[src/pkg/unemt_pkg.sv]
// Shared constants and types for the node event and mask tree.
package unemt_pkg;
   // Register byte offsets on the APB bus.
   localparam logic [7:0] OFF_MAIN_EVENT = 8'h00;
   localparam logic [7:0] OFF_MAIN_MASK = 8'h04;
   localparam logic [7:0] OFF_BUS_EVENTS = 8'h08;
   localparam logic [7:0] OFF_BUS_MASK = 8'h0c;
   localparam logic [7:0] OFF_TX_EVENTS = 8'h10;
   localparam logic [7:0] OFF_TX_MASK = 8'h14;
   localparam logic [7:0] OFF_RX_EVENTS = 8'h18;
   localparam logic [7:0] OFF_RX_MASK = 8'h1c;
   localparam logic [7:0] OFF_NODE_STATE = 8'h20;
   // Main event and main mask bit positions.
   localparam int MAIN_WARN_BIT = 0;
   localparam int MAIN_ALT_BIT = 1;
   localparam int MAIN_TX_BIT = 2;
   localparam int MAIN_LOCK_BIT = 5;
   localparam int MAIN_RX_BIT = 6;
   localparam int MAIN_ENABLE_BIT = 7;
   // Bus condition event bit positions.
   localparam int BUS_EOP_BIT = 3;
   localparam int BUS_SD3_BIT = 4;
   localparam int BUS_SD5_BIT = 5;
   localparam int BUS_RESET_BIT = 6;
   localparam int BUS_RESUME_BIT = 7;
   localparam logic [7:0] BUS_IMPL_MASK = 8'hf8;
   // Reset values and the suspended node state.
   localparam logic [7:0] MASK_RESET = 8'h00;
   localparam logic [7:0] EVENTS_RESET = 8'h00;
   localparam logic [1:0] NODE_STATE_RESET = 2'h0;
   localparam logic [1:0] NODE_SUSPENDED = 2'h3;
   // Timing at a 4 ns clock period.
   localparam int CLK_PERIOD_PS = 4000;
   localparam int SD3_TIME_MS = 3;
   localparam int SD5_TIME_MS = 5;
   localparam int SE0_TIME_PS = 2500000;
   localparam int SD3_CYCLES = SD3_TIME_MS * (1000000000 / CLK_PERIOD_PS);
   localparam int SD5_CYCLES = SD5_TIME_MS * (1000000000 / CLK_PERIOD_PS);
   localparam int SE0_CYCLES = (SE0_TIME_PS + CLK_PERIOD_PS - 1) / CLK_PERIOD_PS;
   localparam int IDLE_CNT_W = 21;
   localparam int SE0_CNT_W = 10;

   // Status from the serial engine and endpoint controllers, same clock.
   typedef struct packed {
      logic frame_unlocked_status;
      logic line_idle;
      logic line_se0;
      logic resume_seen;
      logic eop_seen;
      logic [3:0] tx_done_set;
      logic [3:0] tx_underflow_set;
      logic [3:0] tx_status_read;
      logic [3:0] rx_last_set;
      logic [3:0] rx_err_set;
      logic [3:0] rx_overflow_set;
      logic [3:0] rx_status_read;
   } unemt_sie_t;
endpackage

[src/hw/unemt_event_tree.sv]
// Event and mask hierarchy with interrupt output and APB register slave.
//
// The placing of the registers and the APB slave port were left to the implementer.
`timescale 1ns/1ps
// Functional notes
// - Frame lock state change sets the lock-change flag; main event read clears it.
// - Receive summary follows unmasked receive events; clears when those sources clear.
// - Main event bit 7 reads zero; main mask bit 7 is the master enable.
// - A main event interrupts only with its mask bit one; masks reset zero.
// - 3 ms continuous idle sets short suspend flag; firmware then writes suspend.
// - 5 ms idle sets long suspend flag; bus condition read clears it.
// - SE0 held 2.5 us sets bus-reset flag; read clears it.
// - Resume signalling while node state is 11 sets the resume flag.
// - Valid end of packet sets the packet-end flag; read clears it.
// - Bus condition mask bits gate events into the bus condition summary.
// - Transmit complete bits set on IN done, clear on status read.
// - Upper transmit bits flag underflow, clear on transmit status read.
// - Endpoint 0 underflow bit always reads zero.
// - Transmit mask gates transmit events into transmit summary; resets zero.
// - Receive complete bits set on receive last or error, clear on status read.
// - Endpoint 0 receive bit reflects receive last only, never error.
// - Receive overflow bits set on overrun, clear on receive event read.
// - Receive mask gates receive events into receive summary; resets zero.
// - Bus condition summary set by unmasked event, cleared on that register read.
// - Transmit summary set by unmasked transmit event, clears when sources clear.
module unemt_event_tree #(
   parameter int SD3_COUNT = unemt_pkg::SD3_CYCLES,
   parameter int SD5_COUNT = unemt_pkg::SD5_CYCLES
) (
   // Clock, reset and freeze.
   input wire logic pclk,
   input wire logic presetn,
   input wire logic clk_en,
   // APB slave.
   input wire logic psel,
   input wire logic penable,
   input wire logic pwrite,
   input wire logic [7:0] paddr,
   input wire logic [31:0] pwdata,
   output logic [31:0] prdata,
   output logic pready,
   output logic pslverr,
   // Serial engine and endpoint status.
   input wire unemt_pkg::unemt_sie_t sie,
   // Node state and interrupt.
   output logic [1:0] node_state_field,
   output logic irq
);

   logic [7:0] main_interrupt_mask_q;
   logic [7:0] bus_condition_events_q;
   logic [7:0] bus_condition_mask_q;
   logic [7:0] transmit_events_q;
   logic [7:0] transmit_event_mask_q;
   logic [7:0] receive_events_q;
   logic [7:0] receive_event_mask_q;
   logic [1:0] node_state_reg_q;
   logic lock_change_flag_q;
   logic bus_condition_summary_q;
   logic unlocked_prev_q;
   logic [unemt_pkg::IDLE_CNT_W-1:0] idle_cnt_q;
   logic [unemt_pkg::SE0_CNT_W-1:0] se0_cnt_q;
   logic [7:0] prdata_d;
   logic [31:0] prdata_q;
   logic [7:0] main_event_reg;
   logic [7:0] bus_set;
   logic transmit_summary;
   logic receive_summary;
   logic access;
   logic wr;
   logic rd;
   logic mapped;
   logic sd3_hit;
   logic sd5_hit;
   logic se0_hit;

   // Sticky bit update where a new event wins over a clear in the same cycle.
   function automatic logic [7:0] sticky(input logic [7:0] q, input logic [7:0] set,
                                         input logic [7:0] clr);
      sticky = set | (q & ~clr);
   endfunction

   function automatic logic hit(input logic [7:0] addr, input logic [7:0] off);
      hit = (addr == off);
   endfunction

   // The freeze input also stalls the bus, but a read set up while frozen returns the previously captured data.
   assign pready = clk_en;
   assign access = psel & penable & clk_en;
   assign wr = access & pwrite;
   assign rd = access & ~pwrite;
   assign prdata = prdata_q;

   always_comb begin
      mapped = 1'b1;
      if (hit(paddr, unemt_pkg::OFF_MAIN_EVENT)) begin
         prdata_d = main_event_reg;
      end else if (hit(paddr, unemt_pkg::OFF_MAIN_MASK)) begin
         prdata_d = main_interrupt_mask_q;
      end else if (hit(paddr, unemt_pkg::OFF_BUS_EVENTS)) begin
         prdata_d = bus_condition_events_q;
      end else if (hit(paddr, unemt_pkg::OFF_BUS_MASK)) begin
         prdata_d = bus_condition_mask_q;
      end else if (hit(paddr, unemt_pkg::OFF_TX_EVENTS)) begin
         prdata_d = transmit_events_q;
      end else if (hit(paddr, unemt_pkg::OFF_TX_MASK)) begin
         prdata_d = transmit_event_mask_q;
      end else if (hit(paddr, unemt_pkg::OFF_RX_EVENTS)) begin
         prdata_d = receive_events_q;
      end else if (hit(paddr, unemt_pkg::OFF_RX_MASK)) begin
         prdata_d = receive_event_mask_q;
      end else if (hit(paddr, unemt_pkg::OFF_NODE_STATE)) begin
         prdata_d = {6'h00, node_state_reg_q};
      end else begin
         prdata_d = 8'h00;
         mapped = 1'b0;
      end
   end

   // Unmapped addresses complete with an error and read zero.
   assign pslverr = psel & penable & ~mapped;

   // Read data is captured in the setup cycle so it is stable when pready samples.
   always_ff @(posedge pclk or negedge presetn) begin
      if (!presetn) begin
         prdata_q <= 32'h0000_0000;
      end else if (clk_en && psel && !penable) begin
         prdata_q <= {24'h00_0000, prdata_d};
      end
   end

   // Software mask and node state registers.
   always_ff @(posedge pclk or negedge presetn) begin
      if (!presetn) begin
         main_interrupt_mask_q <= unemt_pkg::MASK_RESET;
         bus_condition_mask_q <= unemt_pkg::MASK_RESET;
         transmit_event_mask_q <= unemt_pkg::MASK_RESET;
         receive_event_mask_q <= unemt_pkg::MASK_RESET;
         node_state_reg_q <= unemt_pkg::NODE_STATE_RESET;
      end else if (wr) begin
         if (hit(paddr, unemt_pkg::OFF_MAIN_MASK)) begin
            main_interrupt_mask_q <= pwdata[7:0];
         end
         if (hit(paddr, unemt_pkg::OFF_BUS_MASK)) begin
            bus_condition_mask_q <= pwdata[7:0] & unemt_pkg::BUS_IMPL_MASK;
         end
         if (hit(paddr, unemt_pkg::OFF_TX_MASK)) begin
            transmit_event_mask_q <= pwdata[7:0];
         end
         if (hit(paddr, unemt_pkg::OFF_RX_MASK)) begin
            receive_event_mask_q <= pwdata[7:0];
         end
         if (hit(paddr, unemt_pkg::OFF_NODE_STATE)) begin
            node_state_reg_q <= pwdata[1:0];
         end
      end
   end

   assign node_state_field = node_state_reg_q;

   // Upstream idle timer; it saturates so each flag fires once per idle period.
   always_ff @(posedge pclk or negedge presetn) begin
      if (!presetn) begin
         idle_cnt_q <= '0;
      end else if (clk_en) begin
         if (!sie.line_idle) begin
            idle_cnt_q <= '0;
         end else if (idle_cnt_q < SD5_COUNT[unemt_pkg::IDLE_CNT_W-1:0]) begin
            idle_cnt_q <= idle_cnt_q + 1'b1;
         end
      end
   end

   assign sd3_hit = sie.line_idle &&
                    (idle_cnt_q == SD3_COUNT[unemt_pkg::IDLE_CNT_W-1:0] - 1'b1);
   assign sd5_hit = sie.line_idle &&
                    (idle_cnt_q == SD5_COUNT[unemt_pkg::IDLE_CNT_W-1:0] - 1'b1);

   always_ff @(posedge pclk or negedge presetn) begin
      if (!presetn) begin
         se0_cnt_q <= '0;
      end else if (clk_en) begin
         if (!sie.line_se0) begin
            se0_cnt_q <= '0;
         end else if (se0_cnt_q < unemt_pkg::SE0_CYCLES[unemt_pkg::SE0_CNT_W-1:0]) begin
            se0_cnt_q <= se0_cnt_q + 1'b1;
         end
      end
   end

   assign se0_hit = sie.line_se0 &&
                    (se0_cnt_q == unemt_pkg::SE0_CYCLES[unemt_pkg::SE0_CNT_W-1:0] - 1'b1);

   always_comb begin
      bus_set = 8'h00;
      bus_set[unemt_pkg::BUS_SD3_BIT] = sd3_hit;
      bus_set[unemt_pkg::BUS_SD5_BIT] = sd5_hit;
      bus_set[unemt_pkg::BUS_RESET_BIT] = se0_hit;
      bus_set[unemt_pkg::BUS_RESUME_BIT] = sie.resume_seen &&
                                           (node_state_reg_q == unemt_pkg::NODE_SUSPENDED);
      bus_set[unemt_pkg::BUS_EOP_BIT] = sie.eop_seen;
   end

   // Bus condition events, all cleared by reading the register.
   always_ff @(posedge pclk or negedge presetn) begin
      if (!presetn) begin
         bus_condition_events_q <= unemt_pkg::EVENTS_RESET;
      end else if (clk_en) begin
         bus_condition_events_q <= sticky(bus_condition_events_q, bus_set,
            {8{rd && hit(paddr, unemt_pkg::OFF_BUS_EVENTS)}});
      end
   end

   // Summary latches on the incoming unmasked event, so a clear never hides a new one.
   always_ff @(posedge pclk or negedge presetn) begin
      if (!presetn) begin
         bus_condition_summary_q <= 1'b0;
      end else if (clk_en) begin
         bus_condition_summary_q <= (|(bus_set & bus_condition_mask_q)) |
            (|(bus_condition_events_q & bus_condition_mask_q) & !bus_condition_summary_q &
             !(rd && hit(paddr, unemt_pkg::OFF_BUS_EVENTS))) |
            (bus_condition_summary_q &
             !(rd && hit(paddr, unemt_pkg::OFF_BUS_EVENTS)));
      end
   end

   // Transmit events follow endpoint status; reading this register leaves them alone.
   always_ff @(posedge pclk or negedge presetn) begin
      if (!presetn) begin
         transmit_events_q <= unemt_pkg::EVENTS_RESET;
      end else if (clk_en) begin
         // Endpoint 0 cannot underflow, so its set input is tied low and bit 4 stays zero.
         transmit_events_q <= sticky(transmit_events_q,
            {sie.tx_underflow_set[3:1], 1'b0, sie.tx_done_set},
            {sie.tx_status_read, sie.tx_status_read});
      end
   end

   // Receive events: complete bits clear on status read, overflow bits on this read.
   always_ff @(posedge pclk or negedge presetn) begin
      if (!presetn) begin
         receive_events_q <= unemt_pkg::EVENTS_RESET;
      end else if (clk_en) begin
         receive_events_q <= sticky(receive_events_q,
            {sie.rx_overflow_set, sie.rx_last_set | {sie.rx_err_set[3:1], 1'b0}},
            {{4{rd && hit(paddr, unemt_pkg::OFF_RX_EVENTS)}}, sie.rx_status_read});
      end
   end

   // Frame timer lock state change detection.
   always_ff @(posedge pclk or negedge presetn) begin
      if (!presetn) begin
         unlocked_prev_q <= 1'b1;
         lock_change_flag_q <= 1'b0;
      end else if (clk_en) begin
         unlocked_prev_q <= sie.frame_unlocked_status;
         lock_change_flag_q <= (sie.frame_unlocked_status != unlocked_prev_q) |
            (lock_change_flag_q & !(rd && hit(paddr, unemt_pkg::OFF_MAIN_EVENT)));
      end
   end

   // Level summaries drop only once every contributing source bit is cleared.
   assign transmit_summary = |(transmit_events_q & transmit_event_mask_q);
   assign receive_summary = |(receive_events_q & receive_event_mask_q);

   always_comb begin
      main_event_reg = 8'h00;
      main_event_reg[unemt_pkg::MAIN_ALT_BIT] = bus_condition_summary_q;
      main_event_reg[unemt_pkg::MAIN_TX_BIT] = transmit_summary;
      main_event_reg[unemt_pkg::MAIN_LOCK_BIT] = lock_change_flag_q;
      main_event_reg[unemt_pkg::MAIN_RX_BIT] = receive_summary;
   end

   // The interrupt is a register so it is glitch free toward the microcontroller.
   always_ff @(posedge pclk or negedge presetn) begin
      if (!presetn) begin
         irq <= 1'b0;
      end else if (clk_en) begin
         irq <= main_interrupt_mask_q[unemt_pkg::MAIN_ENABLE_BIT] &&
                (|(main_event_reg[6:0] & main_interrupt_mask_q[6:0]));
      end
   end

endmodule

[config.mk]
export PLATFORM = sky130hd
export DESIGN_NAME = unemt_event_tree
export DESIGN_NICKNAME = d
export VERILOG_FILES = /design/src/pkg/unemt_pkg.sv /design/src/hw/unemt_event_tree.sv
export SDC_FILE = /design/constraint.sdc
export NUM_CORES = 1
export LEC_CHECK = 0
export BUFFER_PORTS_ARGS = -buffer_cell sky130_fd_sc_hd__buf_2
export CORE_MARGIN = 1
export CORE_UTILIZATION = 55
export CTS_BUF_LIST = sky130_fd_sc_hd__clkbuf_4 sky130_fd_sc_hd__clkbuf_8 sky130_fd_sc_hd__clkbuf_16
export DETAILED_ROUTE_END_ITERATION = 7
export PLACE_DENSITY = 0.91
export SLEW_MARGIN = 15
export SYNTH_ARGS = -nofsm -noshare
export SYNTH_HDL_FRONTEND = slang
export SYNTH_SLANG_ARGS = --single-unit
[constraint.sdc]
create_clock -name pclk -period 2.2 [get_ports pclk]
set_input_delay 0.44 -clock pclk [delete_from_list [all_inputs] [get_ports pclk]]
set_output_delay 0.44 -clock pclk [all_outputs]
set_load 0.02 [all_outputs]
## Word-level counts from Yosys, hierarchy flattened

Cells that the tools add are included.

- Output and inout port bits: 37
- Input port bits: 79
- Bits in registers: 98
- Word-level logic and storage cells: 112

- Add/sub/neg operators: 2
- Mux-type cells: 22
- Reduce and logical (&&, ||, !) cells: 27
- Bitwise operators: 29
- $lt $le $gt $ge: 2
- Equal/unequal tests: 15

Operators by type and width:

| kind | number |
|---|---|
| 2-to-1 mux 8 bit | 8 |
| bitwise AND 8 bit | 7 |
| 2-to-1 mux 21 bit | 2 |
| equality test 8 x 5 -> 1 bit, second input constant | 4 |
| OR reduction 8 bit | 4 |
| NOT 8 bit | 3 |
| bitwise OR 8 bit | 3 |
| adder 21 x 1 -> 21 bit, second input constant | 1 |
| equality test 21 x 20 -> 1 bit, second input constant | 1 |
| equality test 21 bit, second input constant | 1 |
| < comparator 21 bit, second input constant | 1 |
| 2-to-1 mux 10 bit | 2 |
| equality test 8 x 4 -> 1 bit, second input constant | 2 |
| AND reduction 2 bit | 7 |
| adder 10 x 1 -> 10 bit, second input constant | 1 |
| equality test 10 bit, second input constant | 1 |
| logical AND 1 bit | 10 |
| < comparator 10 bit, second input constant | 1 |
| bitwise AND 1 bit | 9 |
| 2-to-1 mux 1 bit | 9 |
| equality test 8 x 3 -> 1 bit, second input constant | 1 |
| equality test 8 x 6 -> 1 bit, second input constant | 1 |
| zero test 8 bit | 1 |
| bitwise AND 7 bit | 1 |
| other kinds (9) | 16 |

## Depth between registers and ports, before layout

Gate-level depths: netlist of the first run.

- Depth after elaboration: 12
- Mapped depth: 7
- Gate-level depth less buffers: 7

## Worst setup path after synthesis of the first run

Ideal clock, no wire load.

- Path kind: register to register
- From: register se0_cnt_q[0] (netlist name)
- To: register se0_cnt_q[7] (netlist name)
- Arrival time: 1902 ps
- Cell stages (with the launch flop): 8
- Path buffers: 0
- Path slack: 221 ps
- Clock period less this slack: 1979 ps
- Path through: dfrtp_1 -> inv_1 -> ha_1 -> or3b_1 -> a211oi_2 -> o21ai_0 -> or3_1 -> a21oi_1

- Cells in the longest elaborated chain, start to end: 3
- Elaborated cells between the ends (all ways): 6
- Classes of those cells: 1 x add/sub; 1 x order compare; 1 x eq/ne; 2 x mux; 1 x reduce/logical

Ends and longest elaborated chain:

| element | RTL line | source |
|---|---|---|
| start: declaration | unemt_event_tree.sv:62 | `logic [unemt_pkg::SE0_CNT_W-1:0] se0_cnt_q;` |
| start signal: assignment | unemt_event_tree.sv:186 | `se0_cnt_q <= se0_cnt_q + 1'b1;` |
| adder 10 x 1 -> 10 bit or < comparator 10 bit (tied branches) | unemt_event_tree.sv:186, unemt_event_tree.sv:185 |  |
| 2-to-1 mux 10 bit or inequality test 2 x 1 -> 1 bit (tied branches) | - |  |
| 2-to-1 mux 10 bit or AND reduction 2 bit (tied branches) | - |  |

Parallel ways exist; a longest one is shown, timed or not. The select of a mux whose other input is x is not followed.
A chain may end at the register's enable or synchronous reset.

## Worst setup path after layout of the first run

- From: register se0_cnt_q[1] (netlist name)
- To: register se0_cnt_q[3] (netlist name)

Same word-level chain as after synthesis.

==> results of run 1 <==
power by group through the flow:
| stage | Combinational [mW] | Sequential (mW) | Clock (mW) |
|---|---|---|---|
| global placement | 0.375 | 1.94 | 0 |
| CTS | 0.396 | 1.91 | 1.19 |
| detailed placement | 0.394 | 1.94 | 0 |
| global route | 0.446 | 1.91 | 1.26 |
| finish | 0.405 | 1.91 | 1.19 |
| floorplan | 0.246 | 1.93 | 0 |
per-stage QoR:
step	TNS, ns	hold slack, ns
after floorplan	0	0.144
after global placement	0	0.421
after detailed placement	0	0.428
after CTS	0	0.0304
after global routing	-0.453	0.0496
final	-0.00154	0.0133
cell usage in the layout, fill, tap and decap left out, types with 3 or more instances in the layout:
master / n
inv_1: 13
xor2_1: 3
clkbuf_8: 9
a21oi_1: 23
nor2b_1: 5
a22o_1: 18
nor3_1: 8
or4_1: 7
dfrtp_1: 97
nor2_1: 31
a211oi_1: 3
o22ai_1: 6
buf_4: 23
nor4_1: 5
and4_1: 3
mux2i_1: 4
and3_1: 3
a221oi_1: 6
and2_1: 6
or3_1: 10
nand3_1: 22
nand2b_1: 13
o32a_1: 3
buf_2: 64
o31ai_1: 11
ha_1: 4
nand2_1: 73
mux2_2: 37
nand4_1: 10
a31oi_1: 4
conb_1: 24
a22oi_1: 12
o21ai_0: 31
worst paths after layout:
| kind | from | to | cells after the start | slack, ns |
|---|---|---|---|---|
| min in group pclk | sie[15] | receive_events_q[3] | 3 | 0.28 |
| worst max-delay path | se0_cnt_q[1] | se0_cnt_q[3] | 8 | -0.002 |
| worst min-delay path | presetn | node_state_field[1] | 1 | 0.01 |
| worst max register to register | se0_cnt_q[1] | se0_cnt_q[3] | 8 | -0.002 |
| max in group asynchronous | presetn | unlocked_prev_q | 2 | 1.51 |
| worst min register to register | prdata[4] | prdata[4] | 2 | 0.49 |
routing by layer:
metal,up-vias,part of all wire,track usage
met5,-,0,0
met4,0,0.034,0.117
met3,61,0.094,0.0610
met2,332,0.47,0.464
met1,2352,0.40,0.390
li1,2154,-,-
state kept, by name, indices dropped and copies added (netlist names):
register                 cells
bus_condition_events_q       8
bus_condition_mask_q         5
bus_condition_summary_q      1
idle_cnt_q                  21
irq                          1
lock_change_flag_q           1
main_interrupt_mask_q        8
node_state_field             2
prdata                       8
receive_event_mask_q         8
receive_events_q             8
se0_cnt_q                   10
transmit_event_mask_q        8
transmit_events_q            8
unlocked_prev_q              1
area by class of cell:
class / count / share of cell area
inverter: 13 / 0.00801
tap: 129 / 0.0265
clock buffer: 10 / 0.0216
multi-input combinational: 420 / 0.446
sequential: 98 / 0.403
clock inverter: 6 / 0.0111
timing repair buffer: 88 / 0.0842
synthesized netlist by cell type, drive strengths merged, types with 3 or more instances:
cell type / instances
clkbuf: 14
a211oi: 4
nor2b: 5
a221oi: 6
o21ai: 31
o32a: 3
buf: 31
a22o: 18
xor2: 3
nor2: 31
and3: 3
nand2b: 13
and2: 6
ha: 4
dfrtp: 97
o22ai: 6
and4: 3
nand3: 22
nor4: 7
mux2: 37
a31oi: 4
a22oi: 12
mux2i: 4
inv: 13
nand2: 75
a21oi: 23
o31ai: 11
nand4: 10
nor3: 9
or4: 7
or3: 10
cells by family (layout without fill, tap and decap cells):
kind of cell | Yosys count | in the layout | synth area share
flip-flops | 98 | 98 | 0.459
multiplexers | 42 | 42 | 0.0897
other | 1 | 24 | 0.000702
buffers and inverters | 58 | 117 | 0.0588
XOR/XNOR | 3 | 3 | 0.00492
AND/OR/NAND/NOR | 210 | 210 | 0.200
adder cells (fa/ha/maj) | 4 | 4 | 0.00937
AO/OA/AOI/OAI | 137 | 137 | 0.177
timing repair:
action                                  CTS  global route
resized for setup                         0             8
endpoints found under the setup margin    0            18
setup buffers                             0             1
==> impl_results.md, run 1 <==
* Status: complete, but fails checks
* Failing checks: negative setup slack
* Power share of the clock group at 0.340
* Detailed-placement wirelength estimate at 10200 µm
* CTS max path bufs at 2
* Ys flop type: dfrtp_1
* Clock buffer count from CTS at 9
* Row cnt at 35
* Max Cap Violations at 0
* FF+latch area at 0.00245 mm²
* Final Hold Fails at 0
* Clk slew on worst S/H paths at 0.10 ns
* Non-Filler Instances at roughly 760
* Crit start category: register
* Number of global-route vias before repair at approximately 4.6k
* Post-synth top area share at 0.454
* CP Cell Sequence: inv_1 > ha_1 > or3b_1 > a211oi_4 > o21ai_0 > buf_4 > o21ai_0 > o31ai_1
* Sequential area share after synthesis at 0.459
* Global-route wire length before repair at approximately 23000 µm
* Syn_area_per_cell at about 9.7 µm²
* Combinational Power Share at 0.116
* EDFF count, synth at 0
* Final GP Congestion at approximately 0.97
* Final core occ at 0.653
* Synth warnings at 0
* Synth-to-layout area growth at 14.0%
* Antenna violations before repair at 0
* Fin nets at roughly 700
* Crit Path Category: register to register
* H-tree Lvls at 3
* Setup violations, final at 1
* Die area at about 0.010 mm²
* Area contributors post-synth: dfrtp_1 (45%), mux2_2 (7.8%), nand2_1 (5.1%)
* Critical Path RT at 2.44 ns
* Sink Count at 98
* Cell Area, Synth at between 0.005 and 0.006 mm²
* Max Slew Vio Count at 0
* Worst path bufs/invs at 2
* Vias at between 4k and 5k
* Vias per cell at approximately 6.4
* Worst vdd ir at about 320 µV
* Reg power frac at 0.545
* Initial Utilization at 0.573
* Antenna viol nets, final at 0
* P_sw at 0.963 mW
* Delay-heaviest family, CP: compound AO/OA/AOI/OAI gates
* Highest fanout seen on the critical path at 4
* # hold bufs at CTS at 0
* Ys async rst share at 1.00
* HP Class: input pin to asynchronous set/reset pin
* Largest net degree at the start of global routing at 59
* Clock Tree Root: clkbuf_8
* Sw frac at 0.275
* Fin crit period at about 2.2 ns
* Area of the multi-input gates at about 0.0027 mm²
* Worst Clk Skew at around 0.013 ns
* Share of cells above drive strength 1 at 0.244
* Leakage power at around 2.8 nW
* Global Route Usage Sum at 0.291
* Synthesized flop and latch total at 98
* Dpl cells at approximately 750
* DRC at 0
* CP most frequent cell: o21ai_0
* Fmax at 454 MHz
* Slowest CP cell: dfrtp_1
* Iter 0 DRT Violations at about 500
* Post-Synthesis Cells at 553
* Final period util at 1.00
* Critical Path Max Stage Delay at 0.41 ns
* Power, Total at about 3.5 mW
* Pwr dens at 575 mW/mm²
* Synth area leader: dfrtp_1
* Worst rel slew slack at 0.644
* Post-Route WL at about 14000 µm
* GR Overflow Total at 0
* P_int at roughly 2.5 mW
* Dpl ws at roughly 0.017 ns
* Final Instance Area at between 0.006 and 0.007 mm²
* Worst Tran Pin Value at between 0.5 and 0.6 ns
* Worst setup EP type: register
* ANT cells at 0
* Worst skew pair latency at about 0.37 ns
* Final-layout fill cell count at roughly 730
* DR pass1 iterations at 7
* Die width at approximately 100 µm
* Die height at 101 µm
* # port buffers at 65
* CTS tree: built
* Setup WS post-layout at -0.00154 ns
* Placeable Area at about 0.0093 mm²
* # IOs at approximately 120
* Post-place instance area at 0.00583 mm²
* Critical path arrival at between 2 and 2.5 ns
* Post-synth cell types at 61
* Drt wl/cell at approximately 19 µm
No activity file was read; power rests on OpenSTA's default activity.
==> inputs of run 2 (changes only) <==
- CORE_ASPECT_RATIO: default -> 1.5
==> run 2 against run 1 <==
Effect of this change: the flow now finishes without violations; die area barely moved; global-route usage rose by 1.2 points; utilization rose by 0.95 points; clock skew barely moved; critical endpoint is now se0_cnt_q[8].
==> impl_results.md, run 2 (synthesized netlist as in run 1, its figures left out) <==
* Sink Count at 98 (unchanged)
* Worst Clk Skew at 0.0133 ns (was 0.0129 ns)
* Fin nets at 722 (was 713)
* Worst Setup SP: se0_cnt_q[0] (was se0_cnt_q[1])
* Final Instance Area at 0.00620 mm² (was 0.00609 mm²)
* Met3 WL at 720 µm (was 1340 µm)
* Die area at 0.0101 mm² (about the same)
* GR Overflow Total at 0 (unchanged)
* DRC at 0 (unchanged)
* Worst Tran Pin Value at 0.632 ns (was 0.534 ns)
* Met1 Wirelength at 5350 µm (was 5710 µm)
* Delay-heaviest family, CP: simple AND/OR/NAND/NOR gates (was compound AO/OA/AOI/OAI gates)
* Commonest non-fill, non-tap cells in the layout: dfrtp_1 (97), nand2_1 (73), buf_2 (64) (unchanged)
* HP Class: input pin to asynchronous set/reset pin (unchanged)
* Final Hold Fails at 0 (unchanged)
* Synth-to-layout area growth at 16.1% (was 14.0%)
* Clock buffer count from CTS at 9 (unchanged)
* Max Cap Violations at 0 (unchanged)
* Crit Reg-Reg Startpoint: se0_cnt_q[0] (was se0_cnt_q[1])
* Share of cells above drive strength 1 at 0.253 (was 0.244)
* # port buffers at 65 (unchanged)
* Dpl ws at -0.00432 ns (was 0.0169 ns)
* CTS tree: built (unchanged)
* Global Route Usage Sum at 0.303 (was 0.291)
* Drt wl/cell at 19.2 µm (was 18.8 µm)
* Detailed-placement wirelength estimate at 10800 µm (was 10200 µm)
* Worst skew pair latency at 0.35 ns (was 0.37 ns)
* CP Cell Sequence: inv_1 > ha_1 > or3b_1 > a211oi_4 > o2111ai_2 > or3_1 > a21oi_1 (was inv_1 > ha_1 > or3b_1 > a211oi_4 > o21ai_0 > buf_4 > o21ai_0 > o31ai_1)
* Final period util at 0.956 (was 1.00)
* ANT cells at 0 (unchanged)
* Largest net degree at the start of global routing at 48 (was 59)
* CTS max path bufs at 2 (unchanged)
* Setup violations, final at 0 (was 1)
* Vias at 4871 (was 4899)
* WL met2 at 7600 µm (was 6800 µm)
* Highest fanout seen on the critical path at 5 (was 4)
* # IOs at 116 (unchanged)
* Die height at 123 µm (was 101 µm)
* Antenna violations before repair at 0 (unchanged)
* Top reg by flops: idle_cnt_q (unchanged)
* Status: finished, final reports clean (was complete, but fails checks)
* Pwr dens at 629 mW/mm² (was 575 mW/mm²)
* Total negative slack at 0 ns (was -0.00154 ns)
* Worst path bufs/invs at 1 (was 2)
* Crit start category: register (unchanged)
* Clk slew on worst S/H paths at 0.06 ns (was 0.10 ns)
* Leakage power at 2.87 nW (was 2.79 nW)
* Worst vdd ir at 561 µV (was 316 µV)
* Commonest non-fill, non-tap cell in the layout: dfrtp_1 (unchanged)
* Vias per cell at 6.44 (was 6.41)
* Setup WS post-layout at 0.0976 ns (was -0.00154 ns)
* Max layer used: met4 (unchanged)
* Post-Route WL at 14500 µm (was 14300 µm)
* H-tree Lvls at 3 (unchanged)
* Slowest CP cell: dfrtp_1 (unchanged)
* Fin crit period at 2.10 ns (was 2.20 ns)
* Fmax at 476 MHz (was 454 MHz)
* DR pass1 iterations at 5 (was 7)
* Iter 0 DRT Violations at 333 (was 501)
* Crit Path Category: register to register (unchanged)
* Critical Path RT at 2.47 ns (was 2.44 ns)
* Number of global-route vias before repair at 4659 (was 4598)
* Clock Tree Root: clkbuf_16 (was clkbuf_8)
* Post-place instance area at 0.00586 mm² (was 0.00583 mm²)
* Worst setup EP type: register (unchanged)
* Critical Path Max Stage Delay at 0.40 ns (was 0.41 ns)
* Max Slew Vio Count at 0 (unchanged)
* Final GP Congestion at 0.991 (was 0.971)
* # hold bufs at CTS at 0 (unchanged)
* Worst rel slew slack at 0.578 (was 0.644)
* Row cnt at 43 (was 35)
* Largest regs: idle_cnt_q: 21 flops, se0_cnt_q: 10 flops (unchanged)
* Antenna viol nets, final at 0 (unchanged)
* Largest register FFs at 21 (unchanged)
* Die width at 82.5 µm (was 101 µm)
* Final core occ at 0.663 (was 0.653)
* Global-route wire length before repair at 22600 µm (about the same)
* Placeable Area at 0.00936 mm² (was 0.00933 mm²)
* Critical path arrival at 2.37 ns (was 2.44 ns)
* Initial Utilization at 0.571 (was 0.573)
## run 2: power by group
part,switching (mW),internal (mW)
Clock,0.685,0.898
Sequential,0.0579,1.85
Combinational,0.261,0.147
Total,1.00,2.90
## run 2: worst paths after layout
path | end | slack, ns | depth (start not counted)
hold reg to reg | prdata[2] | 0.48 | 2
setup reg to reg | se0_cnt_q[8] | 0.1 | 7
max in group asynchronous | receive_events_q[6] | 1.34 | 2
min in group pclk | receive_events_q[2] | 0.30 | 3
hold / removal | se0_cnt_q[0] | 0.09 | 1
setup / recovery | se0_cnt_q[8] | 0.1 | 7
## run 2: per-layer routing
layer / up-vias / global-route usage
li1: 2175 / -
met1: 2396 / 0.323
met2: 246 / 0.537
met3: 54 / 0.0446
met4: 0 / 0.198
met5: - / 0
## run 2: through the flow
stage               power, mW  hold slack, ns  instances
finish                   3.90          0.0914        756
global route             4.04           0.148        756
CTS                      3.91           0.130        753
detailed placement       2.34           0.471        737
global placement         2.33           0.469        737
floorplan                2.17           0.144        576
## run 2: cell type report
cell class	instances	area, µm²
fillers	732	3160
multi-input cells	420	2680
inverters	13	48.8
well taps	112	140
clock buffers	10	233
repair buffers	97	581
flip-flops and latches	98	2450
clock inverters	6	65.1
## run 2: repair_timing
action | in CTS | in global routing
pin swaps | 0 | 2
cloned | 0 | 0
gates resized for setup | 1 | 3
setup buffers | 0 | 3
endpoints found under the setup margin | 2 | 16
